<file path="src/common/cptc_params.svh">
// constants for the channel port transfer control block
`ifndef CPTC_PARAMS_SVH
`define CPTC_PARAMS_SVH
`define CPTC_REG_CMD      3'h0
`define CPTC_REG_ISTAT    3'h1
`define CPTC_REG_INBUF    3'h2
`define CPTC_REG_ATTN     3'h4
`define CPTC_REG_UFS      3'h5
`define CPTC_REG_DTYPE    3'h6
`define CPTC_REG_OUTBUF   3'h7
`define CPTC_CMD_WRITE    6'h31
`define CPTC_CMD_READ     6'h39
`define CPTC_CMD_ICLR     6'h09
`define CPTC_BIT_GO       0
`define CPTC_BIT_DRV_READY 7
`define CPTC_BIT_CYCLE    4
`define CPTC_BIT_READY    7
`define CPTC_BIT_DPE      13
`define CPTC_BIT_CPE      12
`define CPTC_BIT_ATTN     15
`define CPTC_DT_LINE      2
`define CPTC_CAPTURE_NS   250
`define CPTC_CLK_NS       100
`define CPTC_FIFO_DEPTH   4
`define CPTC_ZERO16       16'h0000
`endif

</file>
<file path="src/common/cptc_pkg.sv">
// types for the channel port transfer control block
package cptc_pkg;
  typedef enum logic [1:0] {
    CPTC_IDLE   = 2'b00,
    CPTC_BUSY   = 2'b01,
    CPTC_END    = 2'b10,
    CPTC_HUNG   = 2'b11
  } cptc_state_type;
  typedef logic [15:0] cptc_word_type;
endpackage

</file>
<file path="src/rtl/cptc_fifo.sv">
// small flip-flop fifo with valid/ready on both sides
`timescale 1ns/1ps
module cptc_fifo #(
  parameter int WIDTH = 16,
  parameter int DEPTH = 4
) (
  input  wire logic             clk_sys,
  input  wire logic             rst_n,
  input  wire logic             in_valid,
  output logic                  in_ready,
  input  wire logic [WIDTH-1:0] in_data,
  output logic                  out_valid,
  input  wire logic             out_ready,
  output logic      [WIDTH-1:0] out_data
);
  localparam int AW = (DEPTH > 1) ? $clog2(DEPTH) : 1;
  logic [WIDTH-1:0] mem [DEPTH];
  logic [AW-1:0]    wr_ptr;
  logic [AW-1:0]    rd_ptr;
  logic [AW:0]      count;
  logic             push;
  logic             pop;
  assign in_ready  = (count != (AW+1)'(DEPTH));
  assign out_valid = (count != '0);
  assign out_data  = mem[rd_ptr];
  assign push      = in_valid && in_ready;
  assign pop       = out_valid && out_ready;
  always_ff @(posedge clk_sys or negedge rst_n) begin
    if (!rst_n) begin
      wr_ptr <= '0;
      rd_ptr <= '0;
      count  <= '0;
    end else begin
      if (push) begin
        wr_ptr <= (wr_ptr == AW'(DEPTH-1)) ? '0 : wr_ptr + 1'b1;
      end
      if (pop) begin
        rd_ptr <= (rd_ptr == AW'(DEPTH-1)) ? '0 : rd_ptr + 1'b1;
      end
      count <= count + (AW+1)'(push) - (AW+1)'(pop);
    end
  end
  always_ff @(posedge clk_sys) begin
    if (push) begin
      mem[wr_ptr] <= in_data;
    end
  end
endmodule

</file>
<file path="src/rtl/cptc_top.sv">
// command decode and transfer handshake of the channel port interface unit
// What this block does
// - command bits 5..1 decoded; unknown codes start no cycle and leave busy low, with go held one.
// - go clears when a transfer ends, shown by run falling.
// - interface clear keeps go set and clear output high until next command.
// - every valid read or write command gives one go pulse.
// - ready status true while transfer enable control is low.
// - attention summary sets only the bit of our own select code.
// - control and data parity errors reported in interface status.
// - cycle flag set by either cycle request or software cycle bit 4.
// - new cycle starts only after previous completes, busy and ready low, run high.
// - busy asserted once per word or byte; its rise starts a cycle.
// - early cycle request is stored and starts next cycle at once.
// - cycle requests before a valid read or write command are ignored.
// - command 61 octal is write; host data strobed onto user lines.
// - command 71 octal is read; user data words accepted.
// - end cycle marks each transfer done and clears busy.
// - write data held until new word arrives, shown after end cycle.
// - busy sets after cycle request falls, only if previous done and not ready.
// - read data captured at the rise of busy.
// - function/status read gives eight control function bits and eight user inputs.
// - drive type select drives the fixed type code on control line 2.
// - command 11 octal is interface clear, same as bus initialisation except go and clear output set and command bits loaded.
// - bus initialisation resets control, status and input buffer; fifos and output buffer are kept.
`timescale 1ns/1ps
`include "cptc_params.svh"
module cptc_top #(
  parameter int          FIFO_DEPTH = `CPTC_FIFO_DEPTH,
  parameter logic [15:0] DRIVE_TYPE = 16'h0015  // arbitrary neutral type code
) (
  input  wire logic                   clk_sys,
  input  wire logic                   rst_n,
  input  wire logic                   bus_init,
  input  wire logic                   run,
  input  wire logic                   reg_write,
  input  wire logic                   reg_read,
  input  wire logic [2:0]             reg_addr,
  input  wire cptc_pkg::cptc_word_type reg_wdata,
  input  wire logic                   reg_wparity,
  output cptc_pkg::cptc_word_type     reg_rdata,
  output logic                        type_line,
  input  wire logic                   type_reg_select,
  input  wire logic                   wr_valid,
  output logic                        wr_ready,
  input  wire cptc_pkg::cptc_word_type wr_data,
  output logic                        rd_valid,
  input  wire logic                   rd_ready,
  output cptc_pkg::cptc_word_type     rd_data,
  input  wire logic [2:0]             unit_select_code,
  input  wire logic                   transfer_enable_ctl,
  input  wire logic                   cycle_req_a,
  input  wire logic                   cycle_req_b,
  input  wire cptc_pkg::cptc_word_type user_data_in,
  input  wire logic                   parity_in_low,
  input  wire logic                   parity_in_high,
  input  wire logic                   input_parity_inhibit,
  input  wire logic [3:0]             attention_lines,
  input  wire logic [7:0]             user_status_bits,
  input  wire logic                   user_error,
  output cptc_pkg::cptc_word_type     user_data_out,
  output logic                        parity_out_low,
  output logic                        parity_out_high,
  output logic [7:0]                  user_function_bits,
  output logic                        user_go,
  output logic                        user_read,
  output logic                        busy,
  output logic                        end_cycle,
  output logic                        iface_clear
);
  import cptc_pkg::*;

  function automatic logic odd_par(input logic [7:0] b);
    odd_par = ~(^b);
  endfunction

  function automatic logic addr_hit(input logic strobe, input logic [2:0] addr,
                                    input logic [2:0] want);
    addr_hit = strobe && (addr == want);
  endfunction

  // ==========================================================
  // reset and command decode
  // ==========================================================
  logic           srst;
  logic [5:0]     cmd;
  logic           go;
  logic           xfer_cmd;
  logic           hung;
  logic           run_d;
  logic           cmd_wr;
  logic           istat_wr;
  logic           cycle_sw;
  logic           cpe;
  logic           dpe;
  logic [7:0]     attn_bits;
  cptc_state_type state;
  cptc_word_type  in_buf;
  cptc_word_type  out_buf;
  logic           out_new;

  assign cmd_wr   = addr_hit(reg_write, reg_addr, `CPTC_REG_CMD);
  assign istat_wr = addr_hit(reg_write, reg_addr, `CPTC_REG_ISTAT);
  // interface clear is folded into the synchronous reset path
  assign srst = bus_init ||
                (cmd_wr && reg_wdata[5:0] == `CPTC_CMD_ICLR);

  always_ff @(posedge clk_sys or negedge rst_n) begin
    if (!rst_n) begin
      cmd         <= '0;
      go          <= 1'b0;
      xfer_cmd    <= 1'b0;
      hung        <= 1'b0;
      user_go     <= 1'b0;
      user_read   <= 1'b0;
      iface_clear <= 1'b0;
      run_d       <= 1'b0;
    end else begin
      run_d   <= run;
      user_go <= 1'b0;
      if (bus_init) begin
        cmd         <= '0;
        user_read   <= 1'b0;
        go          <= 1'b0;
        xfer_cmd    <= 1'b0;
        hung        <= 1'b0;
        iface_clear <= 1'b0;
      end else if (cmd_wr && reg_wdata[`CPTC_BIT_GO]) begin
        cmd         <= reg_wdata[5:0];
        go          <= 1'b1;
        iface_clear <= 1'b0;
        xfer_cmd    <= 1'b0;
        hung        <= 1'b0;
        case (reg_wdata[5:0])
          `CPTC_CMD_WRITE: begin
            xfer_cmd  <= 1'b1;
            user_read <= 1'b0;
            user_go   <= 1'b1;
          end
          `CPTC_CMD_READ: begin
            xfer_cmd  <= 1'b1;
            user_read <= 1'b1;
            user_go   <= 1'b1;
          end
          `CPTC_CMD_ICLR: begin
            iface_clear <= 1'b1;
            user_read   <= 1'b0;
          end
          default: begin
            hung <= 1'b1;
          end
        endcase
      end else if (xfer_cmd && run_d && !run) begin
        go       <= 1'b0;
        xfer_cmd <= 1'b0;
      end
    end
  end

  // ==========================================================
  // cycle request synchronisers and cycle flag
  // ==========================================================
  logic [1:0] req_s1;
  logic [1:0] req_s2;
  logic [1:0] req_s3;
  logic       req_fall;
  logic       cycle_pend;
  logic       start;
  logic       rd_in_ready;

  always_ff @(posedge clk_sys or negedge rst_n) begin
    if (!rst_n) begin
      req_s1 <= '0;
      req_s2 <= '0;
      req_s3 <= '0;
    end else begin
      req_s1 <= {cycle_req_b, cycle_req_a};
      req_s2 <= req_s1;
      req_s3 <= req_s2;
    end
  end
  assign req_fall = |(req_s3 & ~req_s2);
  assign cycle_sw = istat_wr && reg_wdata[`CPTC_BIT_CYCLE];
  // ready must be low for a new cycle; run must still stand
  // a read also waits for fifo room, so a stored request is kept while the fifo is full
  assign start = cycle_pend && (state == CPTC_IDLE) && run && transfer_enable_ctl
                 && !busy && (!user_read || rd_in_ready);

  always_ff @(posedge clk_sys or negedge rst_n) begin
    if (!rst_n) begin
      cycle_pend <= 1'b0;
    end else if (srst || !xfer_cmd) begin
      cycle_pend <= 1'b0;
    end else if (req_fall || cycle_sw) begin
      cycle_pend <= 1'b1;
    end else if (start) begin
      cycle_pend <= 1'b0;
    end
  end

  // ==========================================================
  // transfer sequencer
  // ==========================================================
  logic fifo_out_valid;
  logic fifo_pop;
  cptc_word_type fifo_out;
  logic rd_push;

  assign fifo_pop = (state == CPTC_END) && !user_read && fifo_out_valid;
  assign rd_push  = (state == CPTC_IDLE) && start && user_read;

  always_ff @(posedge clk_sys or negedge rst_n) begin
    if (!rst_n) begin
      state     <= CPTC_IDLE;
      busy      <= 1'b0;
      end_cycle <= 1'b0;
    end else if (srst) begin
      state     <= CPTC_IDLE;
      busy      <= 1'b0;
      end_cycle <= 1'b0;
    end else begin
      case (state)
        CPTC_IDLE: begin
          if (start && (!user_read || rd_in_ready)) begin
            busy      <= 1'b1;
            end_cycle <= 1'b0;
            state     <= CPTC_BUSY;
          end
        end
        CPTC_BUSY: begin
          busy      <= 1'b0;
          end_cycle <= 1'b1;
          state     <= CPTC_END;
        end
        CPTC_END: begin
          state <= hung ? CPTC_HUNG : CPTC_IDLE;
        end
        CPTC_HUNG: begin
          state <= CPTC_HUNG;
        end
        default: begin
          state <= CPTC_IDLE;
        end
      endcase
    end
  end

  // ==========================================================
  // data paths and parity
  // ==========================================================
  cptc_fifo #(.WIDTH(16), .DEPTH(FIFO_DEPTH)) u_wr_fifo (
    .clk_sys   (clk_sys),
    .rst_n     (rst_n),
    .in_valid  (wr_valid),
    .in_ready  (wr_ready),
    .in_data   (wr_data),
    .out_valid (fifo_out_valid),
    .out_ready (fifo_pop),
    .out_data  (fifo_out)
  );

  cptc_fifo #(.WIDTH(16), .DEPTH(FIFO_DEPTH)) u_rd_fifo (
    .clk_sys   (clk_sys),
    .rst_n     (rst_n),
    .in_valid  (rd_push && rd_in_ready),
    .in_ready  (rd_in_ready),
    .in_data   (user_data_in),
    .out_valid (rd_valid),
    .out_ready (rd_ready),
    .out_data  (rd_data)
  );

  always_ff @(posedge clk_sys or negedge rst_n) begin
    if (!rst_n) begin
      user_data_out   <= `CPTC_ZERO16;
      parity_out_low  <= 1'b0;
      parity_out_high <= 1'b0;
    end else if (fifo_pop || out_new) begin
      // old word stays on the lines until a new one is present
      user_data_out   <= fifo_pop ? fifo_out : out_buf;
      parity_out_low  <= odd_par(fifo_pop ? fifo_out[7:0] : out_buf[7:0]);
      parity_out_high <= odd_par(fifo_pop ? fifo_out[15:8] : out_buf[15:8]);
    end
  end

  always_ff @(posedge clk_sys or negedge rst_n) begin
    if (!rst_n) begin
      in_buf <= `CPTC_ZERO16;
    end else if (srst) begin
      in_buf <= `CPTC_ZERO16;
    end else if (rd_push) begin
      in_buf <= user_data_in;
    end
  end

  // a fault that lands in the clearing cycle still latches, so none goes unseen
  always_ff @(posedge clk_sys or negedge rst_n) begin
    if (!rst_n) begin
      dpe <= 1'b0;
    end else if (rd_push && !input_parity_inhibit &&
                 (parity_in_low != odd_par(user_data_in[7:0]) ||
                  parity_in_high != odd_par(user_data_in[15:8]))) begin
      dpe <= 1'b1;
    end else if (srst) begin
      dpe <= 1'b0;
    end
  end

  always_ff @(posedge clk_sys or negedge rst_n) begin
    if (!rst_n) begin
      cpe <= 1'b0;
    end else if (reg_write && reg_wparity != odd_par(reg_wdata[7:0] ^ reg_wdata[15:8])) begin
      cpe <= 1'b1;
    end else if (srst) begin
      cpe <= 1'b0;
    end
  end

  // ==========================================================
  // registers and read mux
  // ==========================================================
  always_ff @(posedge clk_sys or negedge rst_n) begin
    if (!rst_n) begin
      out_buf            <= `CPTC_ZERO16;
      out_new            <= 1'b0;
      user_function_bits <= '0;
    end else begin
      out_new <= addr_hit(reg_write, reg_addr, `CPTC_REG_OUTBUF);
      if (srst) begin
        user_function_bits <= '0;
      end else if (addr_hit(reg_write, reg_addr, `CPTC_REG_UFS)) begin
        user_function_bits <= reg_wdata[15:8];
      end
      if (addr_hit(reg_write, reg_addr, `CPTC_REG_OUTBUF)) begin
        out_buf <= reg_wdata;
      end
    end
  end

  // one summary bit per select code; only our own code can ever light
  generate
    for (genvar g = 0; g < 8; g++) begin : g_attn
      assign attn_bits[g] = (unit_select_code == 3'(g)) && (|attention_lines);
    end
  endgenerate

  always_ff @(posedge clk_sys or negedge rst_n) begin
    if (!rst_n) begin
      reg_rdata <= `CPTC_ZERO16;
      type_line <= 1'b0;
    end else begin
      type_line <= type_reg_select && DRIVE_TYPE[`CPTC_DT_LINE];
      reg_rdata <= `CPTC_ZERO16;
      if (reg_read) begin
        case (reg_addr)
          `CPTC_REG_CMD:    reg_rdata <= {8'h00, 1'b1, 1'b0, cmd[5:1], go};
          `CPTC_REG_ISTAT:  reg_rdata <= {|attention_lines, user_error, dpe, cpe,
                                          4'h0, !transfer_enable_ctl, 2'b00,
                                          cycle_pend, busy, 3'b000};
          `CPTC_REG_INBUF:  reg_rdata <= in_buf;
          `CPTC_REG_ATTN:   reg_rdata <= {8'h00, attn_bits};
          `CPTC_REG_UFS:    reg_rdata <= {user_function_bits, user_status_bits};
          `CPTC_REG_DTYPE:  reg_rdata <= DRIVE_TYPE;
          `CPTC_REG_OUTBUF: reg_rdata <= out_buf;
          default:          reg_rdata <= `CPTC_ZERO16;
        endcase
      end
    end
  end
endmodule

</file>
<file path="config.mk">
export PLATFORM = sky130hd
export DESIGN_NAME = cptc_top
export DESIGN_NICKNAME = d
export VERILOG_FILES = /design/src/common/cptc_pkg.sv /design/src/rtl/cptc_fifo.sv /design/src/rtl/cptc_top.sv
export VERILOG_INCLUDE_DIRS = /design/src /design/src/common
export SDC_FILE = /design/constraint.sdc
export NUM_CORES = 1
export LEC_CHECK = 0
export BUFFER_PORTS_ARGS = -buffer_cell sky130_fd_sc_hd__buf_2
export CAP_MARGIN = 20
export CORE_UTILIZATION = 52
export CTS_CLUSTER_SIZE = 28
export DETAILED_ROUTE_END_ITERATION = 12
export MAX_ROUTING_LAYER = met4
export PLACE_DENSITY = 0.78
export SLEW_MARGIN = 20
export SYNTH_ARGS = -nofsm -noshare
export SYNTH_HDL_FRONTEND = slang
export SYNTH_HIERARCHICAL = 1
export SYNTH_SLANG_ARGS = --single-unit
</file>
<file path="constraint.sdc">
create_clock -name clk_sys -period 2.88 [get_ports clk_sys]
set_input_delay 0.864 -clock clk_sys [delete_from_list [all_inputs] [get_ports clk_sys]]
set_output_delay 0.864 -clock clk_sys [all_outputs]
set_load 0.01 [all_outputs]
</file>
Word-level counts from Yosys, hierarchy flattened. Memories as Yosys holds them, arrays and structs flattened. Index checks and enable logic that the tools add are counted.

Memories kept: 2. RAM bits: 128. Word-level logic and storage cells: 204. Register bits: 116.

Memories: u_rd_fifo.mem (words 4, bits a word 16, rd ports 1, clocked after memory_dff 0, write ports 1, RTL line cptc_fifo.sv:17) `logic [WIDTH-1:0] mem [DEPTH];`; u_wr_fifo.mem (words 4, bits a word 16, rd ports 1, clocked after memory_dff 0, write ports 1, RTL line cptc_fifo.sv:17).

Mux-type cells: 52. Equality and inequality tests: 29. Reduce and logical (&&, ||, !) cells: 73. $add $sub $neg: 8. Bitwise logic cells: 8.

Operator list (number): 16-bit one-hot mux with 7 select lines (1); 16-bit two-way mux (4); 8-bit parity (5); 1-bit logical AND (35); 8-bit two-way mux (4); 1-bit two-way mux (30); 3-bit equality test (second input constant) (8); 3-bit nonzero test (6); 2-bit two-way mux (7); 2-bit equality test (second input constant) (6); 6-bit equality test (second input constant) (2); 6-bit two-way mux (2); 2-bit nonzero test (5); 3-bit by 2-bit equality test with 1-bit output (second input constant) (3); 2-bit by 1-bit adder with 2-bit output (second input constant) (4); 2-bit one-hot mux with 4 select lines (1); 8-bit XOR (1); 3-bit by 1-bit adder with 3-bit output (2); 3-bit by 1-bit equality test with 1-bit output (second input constant) (2); 6-bit by 4-bit equality test with 1-bit output (second input constant) (1); 1-bit logical NOT (6); 3-bit logical NOT (2); 1-bit logical OR (6); 3-bit != test (second input constant) (2); other kinds (13) (25).

Depth between registers and ports, before layout. Gate-level depths: netlist (run 1).

Depth in word-level cells: 12. Depth in mapped cells: 14. Mapped depth without buffers: 13.

By module. The synthesis (run 1) kept the hierarchy.

By module, submodules not included: cptc_fifo (seq. area each 2097.0 µm², area an instance 2755.1 µm², cells each 122, times used 2); cptc_top (seq. area each 2527.4 µm², area an instance 5001.0 µm², cells each 477, times used 1).

Worst setup path after synthesis (run 1). OpenSTA, ideal clock, no wires.

Kind: input to register. Start point: input run. End point: register u_rd_fifo.count[2]. Data required time: 2.755 ns. Path buffers: 1. Arrival time: 2.962 ns. Path slack: -0.207 ns. Stages: 14. Path through: nor4b_1 > and3_1 > nand3_4 > inv_2 > buf_6 > and2_4 > inv_1 > ha_1 > inv_1 > ha_1 > inv_1 > fa_1 > xnor2_1 > xnor2_1.

Word-level cells in the longest chain between the ends: 10.

RTL lines: start: declaration (RTL line cptc_top.sv:34) `input wire logic run,`; 1-bit logical AND (2 in series) (RTL line cptc_top.sv:185) `assign start = cycle_pend && (state == CPTC_IDLE) && run && transfer_enable_ctl`; 1-bit logical AND (2 in series) (RTL line cptc_top.sv:186) `&& !busy && (!user_read || rd_in_ready);`; 1-bit logical AND (2 in series) (RTL line cptc_top.sv:209) `assign rd_push = (state == CPTC_IDLE) && start && user_read;`; 1-bit logical AND (RTL line cptc_top.sv:264) `.in_valid (rd_push && rd_in_ready),`; 1-bit logical AND (RTL line cptc_fifo.sv:26) `assign push = in_valid && in_ready;`; 3-bit by 1-bit adder with 3-bit output (RTL line cptc_fifo.sv:40) `count <= count + (AW+1)'(push) - (AW+1)'(pop);`; 3-bit by 1-bit subtractor with 3-bit output (RTL line cptc_fifo.sv:40); end signal: assignment (RTL line cptc_fifo.sv:40); end: declaration (RTL line cptc_fifo.sv:20) `logic [AW:0] count;`.

No other way between the ends. A chain may end at the register's enable or synchronous reset.

Worst setup path in the final report (run 1).
Start point: register u_rd_fifo.rd_ptr[0]. End point: output rd_data[8].

Word-level cells in the longest chain between the ends: 1.

RTL lines: start: declaration (RTL line cptc_fifo.sv:19) `logic [AW-1:0] rd_ptr;`; start signal: assignment (RTL line cptc_fifo.sv:38) `rd_ptr <= (rd_ptr == AW'(DEPTH-1)) ? '0 : rd_ptr + 1'b1;`; memory 4 x 16 bit; end: declaration (RTL line cptc_top.sv:48) `output cptc_pkg::cptc_word_type rd_data,`.

No other way between the ends.

==> qor.txt, run 1 <==
outcome: complete, no violations
PortBufs: 148
slowest cell on the critical path: mux4_2
max-cap violation count: 0
post-synthesis cell count: 721
clock-pin slew on the worst setup and hold paths: 0.06 ns
via count of the routed design: 6421
largest net degree at the start of global routing: 47
Final HPWL DP: 15700 um
Fin. Hold Viols: 0
syn_area_per_cell: 14.6 um2
synth top area cells: edfxtp_1 37%, dfrtp_1 27%, mux4_2 6.9%
CP peak stage delay: 0.56 ns
full die area: 20800 um2
Slew HR: 0.386
fill count: 1502
post_cts resized: 0
area share of the largest cell type after synthesis: 0.366
largest family of logic cells by synthesized area: multiplexers
Die Wd: 144 um
Setup-failing EPs final: 0
simple-gate share of the synthesized area: 0.0756
drt total wl: 21800 um
reg2reg start: u_wr_fifo/count[1]$_DFF_PN0_
setup slack, reg-to-reg: 0.31 ns
WHS: 0.302 ns
dpl cell area: 11600 um2
min Tclk post-route: 2.75 ns
DRT antenna net count: 0
count of final max-slew check failures: 0
Post-synth EDFFs: 128
Post-CTS Setup Inserts: 0
worst-margin pin slew: 0.918 ns
Synth Cell Area: 10500 um2
Setup Skew: 0.00830 ns
Achievable Freq: 364 MHz
design area: 12500 um2
Hold Path Class: in -> async
share of layout cells above drive strength 1: 0.331
CTS Sinks: 243
Net count, final: 981
area growth from synthesis to layout: 18.8%
Leakage: 0.00505 uW
first-pass GRT wire length: 33600 um
power per cell area: 788 nW/um2
Main synth FF type: edfxtp_1
CP Max Fanout: 19
Num CTS Buffers: 26
antenna violations before repair: 1
drt first pass iters: 6
VDD IR max: 0.559 mV
Buf/Inv on CP: 2
Post-Synth XOR/XNOR Area: 0.0521
Starting Density: 0.535
family with the most delay on the worst path: multiplexers
synthesized-area fraction occupied by adder cells: 0.0205
GPL Wtd Cong: 0.872
async set or reset register ratio after synthesis: 0.473
number of global-route vias before repair: 6219
Via density: 5.50
Ports: 149
R2R depth: 12
Seq/Total Area, Yosys: 0.639
Tot GR Track Use: 0.221
Synth warnings: 6
H-tree Lvls: 1
CTS Buffer Depth: 3
total grt overflow: 0
mux share of post-synthesis cell area: 0.117
Compound-Gate Fraction of Synth Area: 0.0707
Final Cycle Share: 0.953
top cells by count, synth: 128 x edfxtp_1, 115 x dfrtp_1, 78 x nand2_1, 41 x a21oi_1, 41 x xnor2_1
later-pin clock latency in the skew report: 0.52 ns
Worst EP arrival: 1.88 ns
CP Launch Type: flop
core area: 19700 um2
DRC viols: 0
# hold bufs at CTS: 0
CP Cell Sequence: buf_4, mux4_2, buf_2
Die Span Y: 144 um
register bit total from synthesis: 243
count leader, synth: edfxtp_1
RSZ-0062 raised after global routing: no
std cell rows: 51
crit end category: output port
syn_nets: 820
root buf cell: clkbuf_16
DRT iter0 DRCs: 421
worst r2r dst: u_wr_fifo/count[2]$_DFF_PN0_
unique cell type count in the Yosys netlist: 61
Setup Crit Path Kind: reg -> out
CTS tree: done
Req. time, crit path: 2.02 ns
cell taking the most area after synthesis: edfxtp_1
post-DR wirelength/cell: 18.7 um
==> final cells by class <==
| type | instances | area [um2] | share of cell area |
|---|---|---|---|
| clock buffers | 32 | 704 | 0.0564 |
| multi-input cells | 422 | 3570 | 0.286 |
| clock inverters | 16 | 180 | 0.0144 |
| repair buffers | 165 | 883 | 0.0707 |
| well taps | 265 | 332 | 0.0266 |
| inverters | 24 | 92.6 | 0.00741 |
| diodes | 1 | 2.50 | 0.000200 |
| flip-flops and latches | 243 | 6720 | 0.538 |
==> metal layers <==
metal,share of wire,global-route usage,vias up,wire length (um)
li1,-,-,3000,-
met1,0.40,0.276,3167,8780
met2,0.50,0.364,213,10900
met3,0.072,0.0493,41,1580
met4,0.025,0.0593,0,541
met5,0,-,-,0
==> cell usage in the layout, fill, tap and decap left out, types with 4 or more instances in the layout <==
| cell | count |
|---|---|
| a21oi_1 | 41 |
| buf_2 | 147 |
| clkbuf_16 | 27 |
| mux2_2 | 21 |
| dfrtp_1 | 114 |
| a221oi_1 | 5 |
| mux2_4 | 4 |
| nand3_1 | 4 |
| and3_2 | 9 |
| bufinv_16 | 4 |
| a22oi_1 | 13 |
| mux2i_1 | 21 |
| clkinv_2 | 9 |
| inv_1 | 19 |
| ha_1 | 12 |
| mux4_2 | 32 |
| o21ai_0 | 22 |
| buf_4 | 17 |
| nand2_1 | 78 |
| edfxtp_1 | 128 |
| clkbuf_1 | 4 |
| a22o_1 | 12 |
| and3_1 | 5 |
| a31oi_1 | 5 |
| nor2_1 | 24 |
| o22a_1 | 4 |
| xor2_1 | 12 |
| xnor2_1 | 40 |
==> worst max path at each step <==
stage / slack (ns) / end / start / cells after the start
2_1_floorplan: -0.05 / u_rd_fifo/count[2]$_DFF_PN0_ / run / 14
3_3_place_gp: 0.07 / u_rd_fifo/count[2]$_DFF_PN0_ / run / 14
3_5_place_dp: 0.02 / u_rd_fifo/count[2]$_DFF_PN0_ / run / 14
4_1_cts: 0.02 / rd_data[8] / u_rd_fifo/rd_ptr[1]$_DFFE_PN0P_ / 2
5_1_grt: 0.04 / rd_data[15] / u_rd_fifo/rd_ptr[0]$_DFFE_PN0P_ / 3
6_report: 0.13 / rd_data[8] / u_rd_fifo/rd_ptr[0]$_DFFE_PN0P_ / 3
==> power by group <==
group | switching (uW) | internal [uW] | total [uW]
combinational | 1010 | 1020 | 2030
sequential | 302 | 4120 | 4420
clock | 1300 | 2090 | 3390
==> cells by family (layout without fill, tap and decap cells) <==
group           after synthesis  in the layout
compound gates              116            116
fa+ha+maj                    16             16
flops                       243            243
buf+inv                      56            237
other cells                   0              1
mux                          78             78
simple gates                155            155
xor+xnor                     57             57
==> registers in the layout (all words and copies together), names as in the netlist, 2 cells and up <==
register            count
cmd                     5
out_buf                16
state                   2
u_wr_fifo/count         3
reg_rdata              16
u_rd_fifo/mem          64
u_wr_fifo/mem          64
user_data_out          16
u_rd_fifo/wr_ptr        2
req_s1                  2
req_s3                  2
u_wr_fifo/rd_ptr        2
u_wr_fifo/wr_ptr        2
req_s2                  2
u_rd_fifo/rd_ptr        2
u_rd_fifo/count         3
user_function_bits      8
in_buf                 16
==> metrics by stage <==
step / utilization / total power (uW) / setup TNS, ns / cells / setup slack [ns]
after floorplan: - / 5850 / -0.0530 / 721 / -0.0530
after global placement: 0.590 / 6490 / 0 / 1119 / 0.0671
after detailed placement: 0.590 / 6560 / 0 / 1119 / 0.0195
after CTS: 0.635 / 9960 / 0 / 1167 / 0.0236
after global routing: 0.635 / 10300 / 0 / 1168 / 0.0351
final: 0.635 / 9840 / 0 / 1168 / 0.134
(Power assumes the default switching activity.)
==> run 2, diff against run 1 <==
--- a/config.mk
+++ b/config.mk
@@ -8,7 +8,9 @@
 export LEC_CHECK = 0
 export BUFFER_PORTS_ARGS = -buffer_cell sky130_fd_sc_hd__buf_2
 export CAP_MARGIN = 20
-export CORE_UTILIZATION = 52
+export CELL_PAD_IN_SITES_DETAIL_PLACEMENT = 0
+export CELL_PAD_IN_SITES_GLOBAL_PLACEMENT = 1
+export CORE_UTILIZATION = 43
 export CTS_CLUSTER_SIZE = 28
 export DETAILED_ROUTE_END_ITERATION = 12
 export MAX_ROUTING_LAYER = met4
==> run 2 against run 1 <==
Against the previous run:
- power is 0.90% lower
- final cell count grew 4.7%
- count of clock-buffer cells in the layout is 1 lower
- core utilization down 11 points
- clock power down 3%
- via count decreased by 1.9%
- sequential share of layout area down 0.20 points
- sequential power barely moved
- final area rose by 0.37%
- critical path depth is the same
- critical endpoint is now rd_data[5]
- largest cell class unchanged
- largest power group unchanged
- highest routed layer unchanged
==> qor.txt, run 2 (same netlist as run 1, synthesis figures left out) <==
RSZ-0062 raised after global routing: no (unchanged)
sw power: 2670 uW (was 2610 uW)
Via density: 5.15 (was 5.50)
WHS: 0.269 ns (was 0.302 ns)
drt first pass iters: 5 (was 6)
full die area: 25100 um2 (was 20800 um2)
total power: 9750 uW (was 9840 uW)
Die Span Y: 158 um (was 144 um)
Starting Density: 0.443 (was 0.535)
Tot GR Track Use: 0.188 (was 0.221)
Achievable Freq: 363 MHz (was 364 MHz)
CP peak stage delay: 0.56 ns (about the same)
Post-CTS Setup Inserts: 0 (unchanged)
outcome: complete, no violations (unchanged)
Req. time, crit path: 2.02 ns (about the same)
Internal: 7090 uW (was 7230 uW)
Clk network pwr share: 0.339 (was 0.345)
Net count, final: 982 (was 981)
dpl cell area: 11700 um2 (was 11600 um2)
slowest cell on the critical path: mux4_2 (unchanged)
R2R depth: 12 (unchanged)
first-pass GRT wire length: 34900 um (was 33600 um)
# hold bufs at CTS: 0 (unchanged)
Buf/Inv on CP: 2 (unchanged)
count of final max-slew check failures: 0 (unchanged)
Setup WS pre-CTS: 0.0227 ns (was 0.0195 ns)
core area: 23800 um2 (was 19700 um2)
Layout Utilization: 0.528 (was 0.635)
design area: 12500 um2 (about the same)
Setup Crit Path Kind: reg -> out (unchanged)
drt total wl: 22100 um (was 21800 um)
later-pin clock latency in the skew report: 0.53 ns (was 0.52 ns)
PortBufs: 148 (unchanged)
CP Max Fanout: 19 (unchanged)
post_cts resized: 0 (unchanged)
CP Launch Type: flop (unchanged)
H-tree Lvls: 1 (unchanged)
root buf cell: clkbuf_16 (unchanged)
Fin. Hold Viols: 0 (unchanged)
crit end category: output port (unchanged)
commonest non-fill, non-tap cells in the layout: 147 x buf_2, 128 x edfxtp_1, 114 x dfrtp_1 (unchanged)
Num CTS Buffers: 26 (unchanged)
Setup Skew: 0.0191 ns (was 0.00830 ns)
area growth from synthesis to layout: 19.2% (was 18.8%)
Final Cycle Share: 0.958 (was 0.953)
largest net degree at the start of global routing: 54 (was 47)
critical path depth: 3 (unchanged)
total grt overflow: 0 (unchanged)
Setup-failing EPs final: 0 (unchanged)
share of layout cells above drive strength 1: 0.332 (was 0.331)
Ports: 149 (unchanged)
sw frac: 0.274 (was 0.265)
Final HPWL DP: 16200 um (was 15700 um)
max-cap violation count: 0 (unchanged)
Worst EP arrival: 1.89 ns (was 1.88 ns)
min Tclk post-route: 2.76 ns (was 2.75 ns)
GPL Wtd Cong: 0.796 (was 0.872)
sequential power share: 0.454 (was 0.449)
power per cell area: 778 nW/um2 (was 788 nW/um2)
CP Cell Sequence: buf_4, mux4_2, buf_2 (unchanged)
post-DR wirelength/cell: 18.1 um (was 18.7 um)
family with the most delay on the worst path: multiplexers (unchanged)
CTS Sinks: 243 (unchanged)
Comb pwr share: 0.207 (was 0.206)
Slew HR: 0.456 (was 0.386)
via count of the routed design: 6297 (was 6421)
CTS tree: done (unchanged)
Leakage: 0.00503 uW (was 0.00505 uW)
setup ws final: 0.122 ns (was 0.134 ns)
DRT iter0 DRCs: 395 (was 421)
top flop regs: u_rd_fifo/mem (64), u_wr_fifo/mem (64) (unchanged)
VDD IR max: 0.494 mV (was 0.559 mV)
number of global-route vias before repair: 6223 (was 6219)
antenna violations before repair: 0 (was 1)
most common cell after layout, fill and taps aside: buf_2 (unchanged)
DRC viols: 0 (unchanged)
worst-margin pin slew: 0.816 ns (was 0.918 ns)
clock-pin slew on the worst setup and hold paths: 0.06 ns (about the same)
Hold Path Class: in -> async (unchanged)
CTS Buffer Depth: 3 (unchanged)
Die Wd: 158 um (was 144 um)
std cell rows: 56 (was 51)
DRT antenna net count: 0 (unchanged)
## run 2: changes by cell type in the layout (fill, tap and decap cells not counted), sizes merged
cell / delta
buf: +1
bufinv: -1
clkbuf: -1
clkinvlp: +1
inv: +1
## run 2: metal layers
layer  share of wire  vias up  wire length, um  track usage
met3           0.068       32             1500       0.0435
met1            0.44     3090             9830        0.247
li1                -     2994                -            -
met2            0.47      181            10400        0.296
met4           0.019        0              422       0.0426
met5               0        -                0            -
## run 2: metrics by stage
stage / setup TNS (ns) / std cells
2_1_floorplan: -0.0530 / 721
3_3_place_gp: 0 / 1174
3_5_place_dp: 0 / 1174
4_1_cts: 0 / 1222
5_1_grt: 0 / 1222
6_report: 0 / 1223
## run 2: final cells by class
class | instances | area [um2]
inverter | 24 | 92.6
multi-input combinational | 422 | 3570
fill | 2020 | 11200
antenna | 1 | 2.50
timing repair buffer | 166 | 891
clock inverter | 17 | 186
clock buffer | 31 | 669
tap | 319 | 399
sequential | 243 | 6720
## run 2: power by group through the flow
stage               clock, uW  sequential (uW)  combinational (uW)
floorplan                   0             4430                1430
global placement            0             4480                2040
detailed placement          0             4500                2060
CTS                      3390             4430                2070
global route             3520             4480                2280
finish                   3300             4430                2020
## run 2: path summary, 6_finish.rpt
| kind | startpoint | to | slack [ns] |
|---|---|---|---|
| worst max-delay path | u_rd_fifo/rd_ptr[0]$_DFFE_PN0P_ | rd_data[5] | 0.12 |
| worst min-delay path | rst_n | u_rd_fifo/rd_ptr[0]$_DFFE_PN0P_ | 0.27 |
| worst max register to register | u_wr_fifo/count[1]$_DFF_PN0_ | u_wr_fifo/count[2]$_DFF_PN0_ | 0.28 |
| worst min register to register | req_s1[0]$_DFF_PN0_ | req_s2[0]$_DFF_PN0_ | 0.35 |
| max in group asynchronous | rst_n | u_wr_fifo/rd_ptr[1]$_DFFE_PN0P_ | 1.84 |
| min in group clk_sys | req_s1[0]$_DFF_PN0_ | req_s2[0]$_DFF_PN0_ | 0.35 |
## run 2: worst reg2reg max path: cells and delay by family, from the launching register on
kind | cells | cell delay [ns]
flops | 1 | 0.43
buf+inv | 4 | 0.25
simple gates | 3 | 0.75
fa+ha+maj | 3 | 0.77
xor+xnor | 2 | 0.32
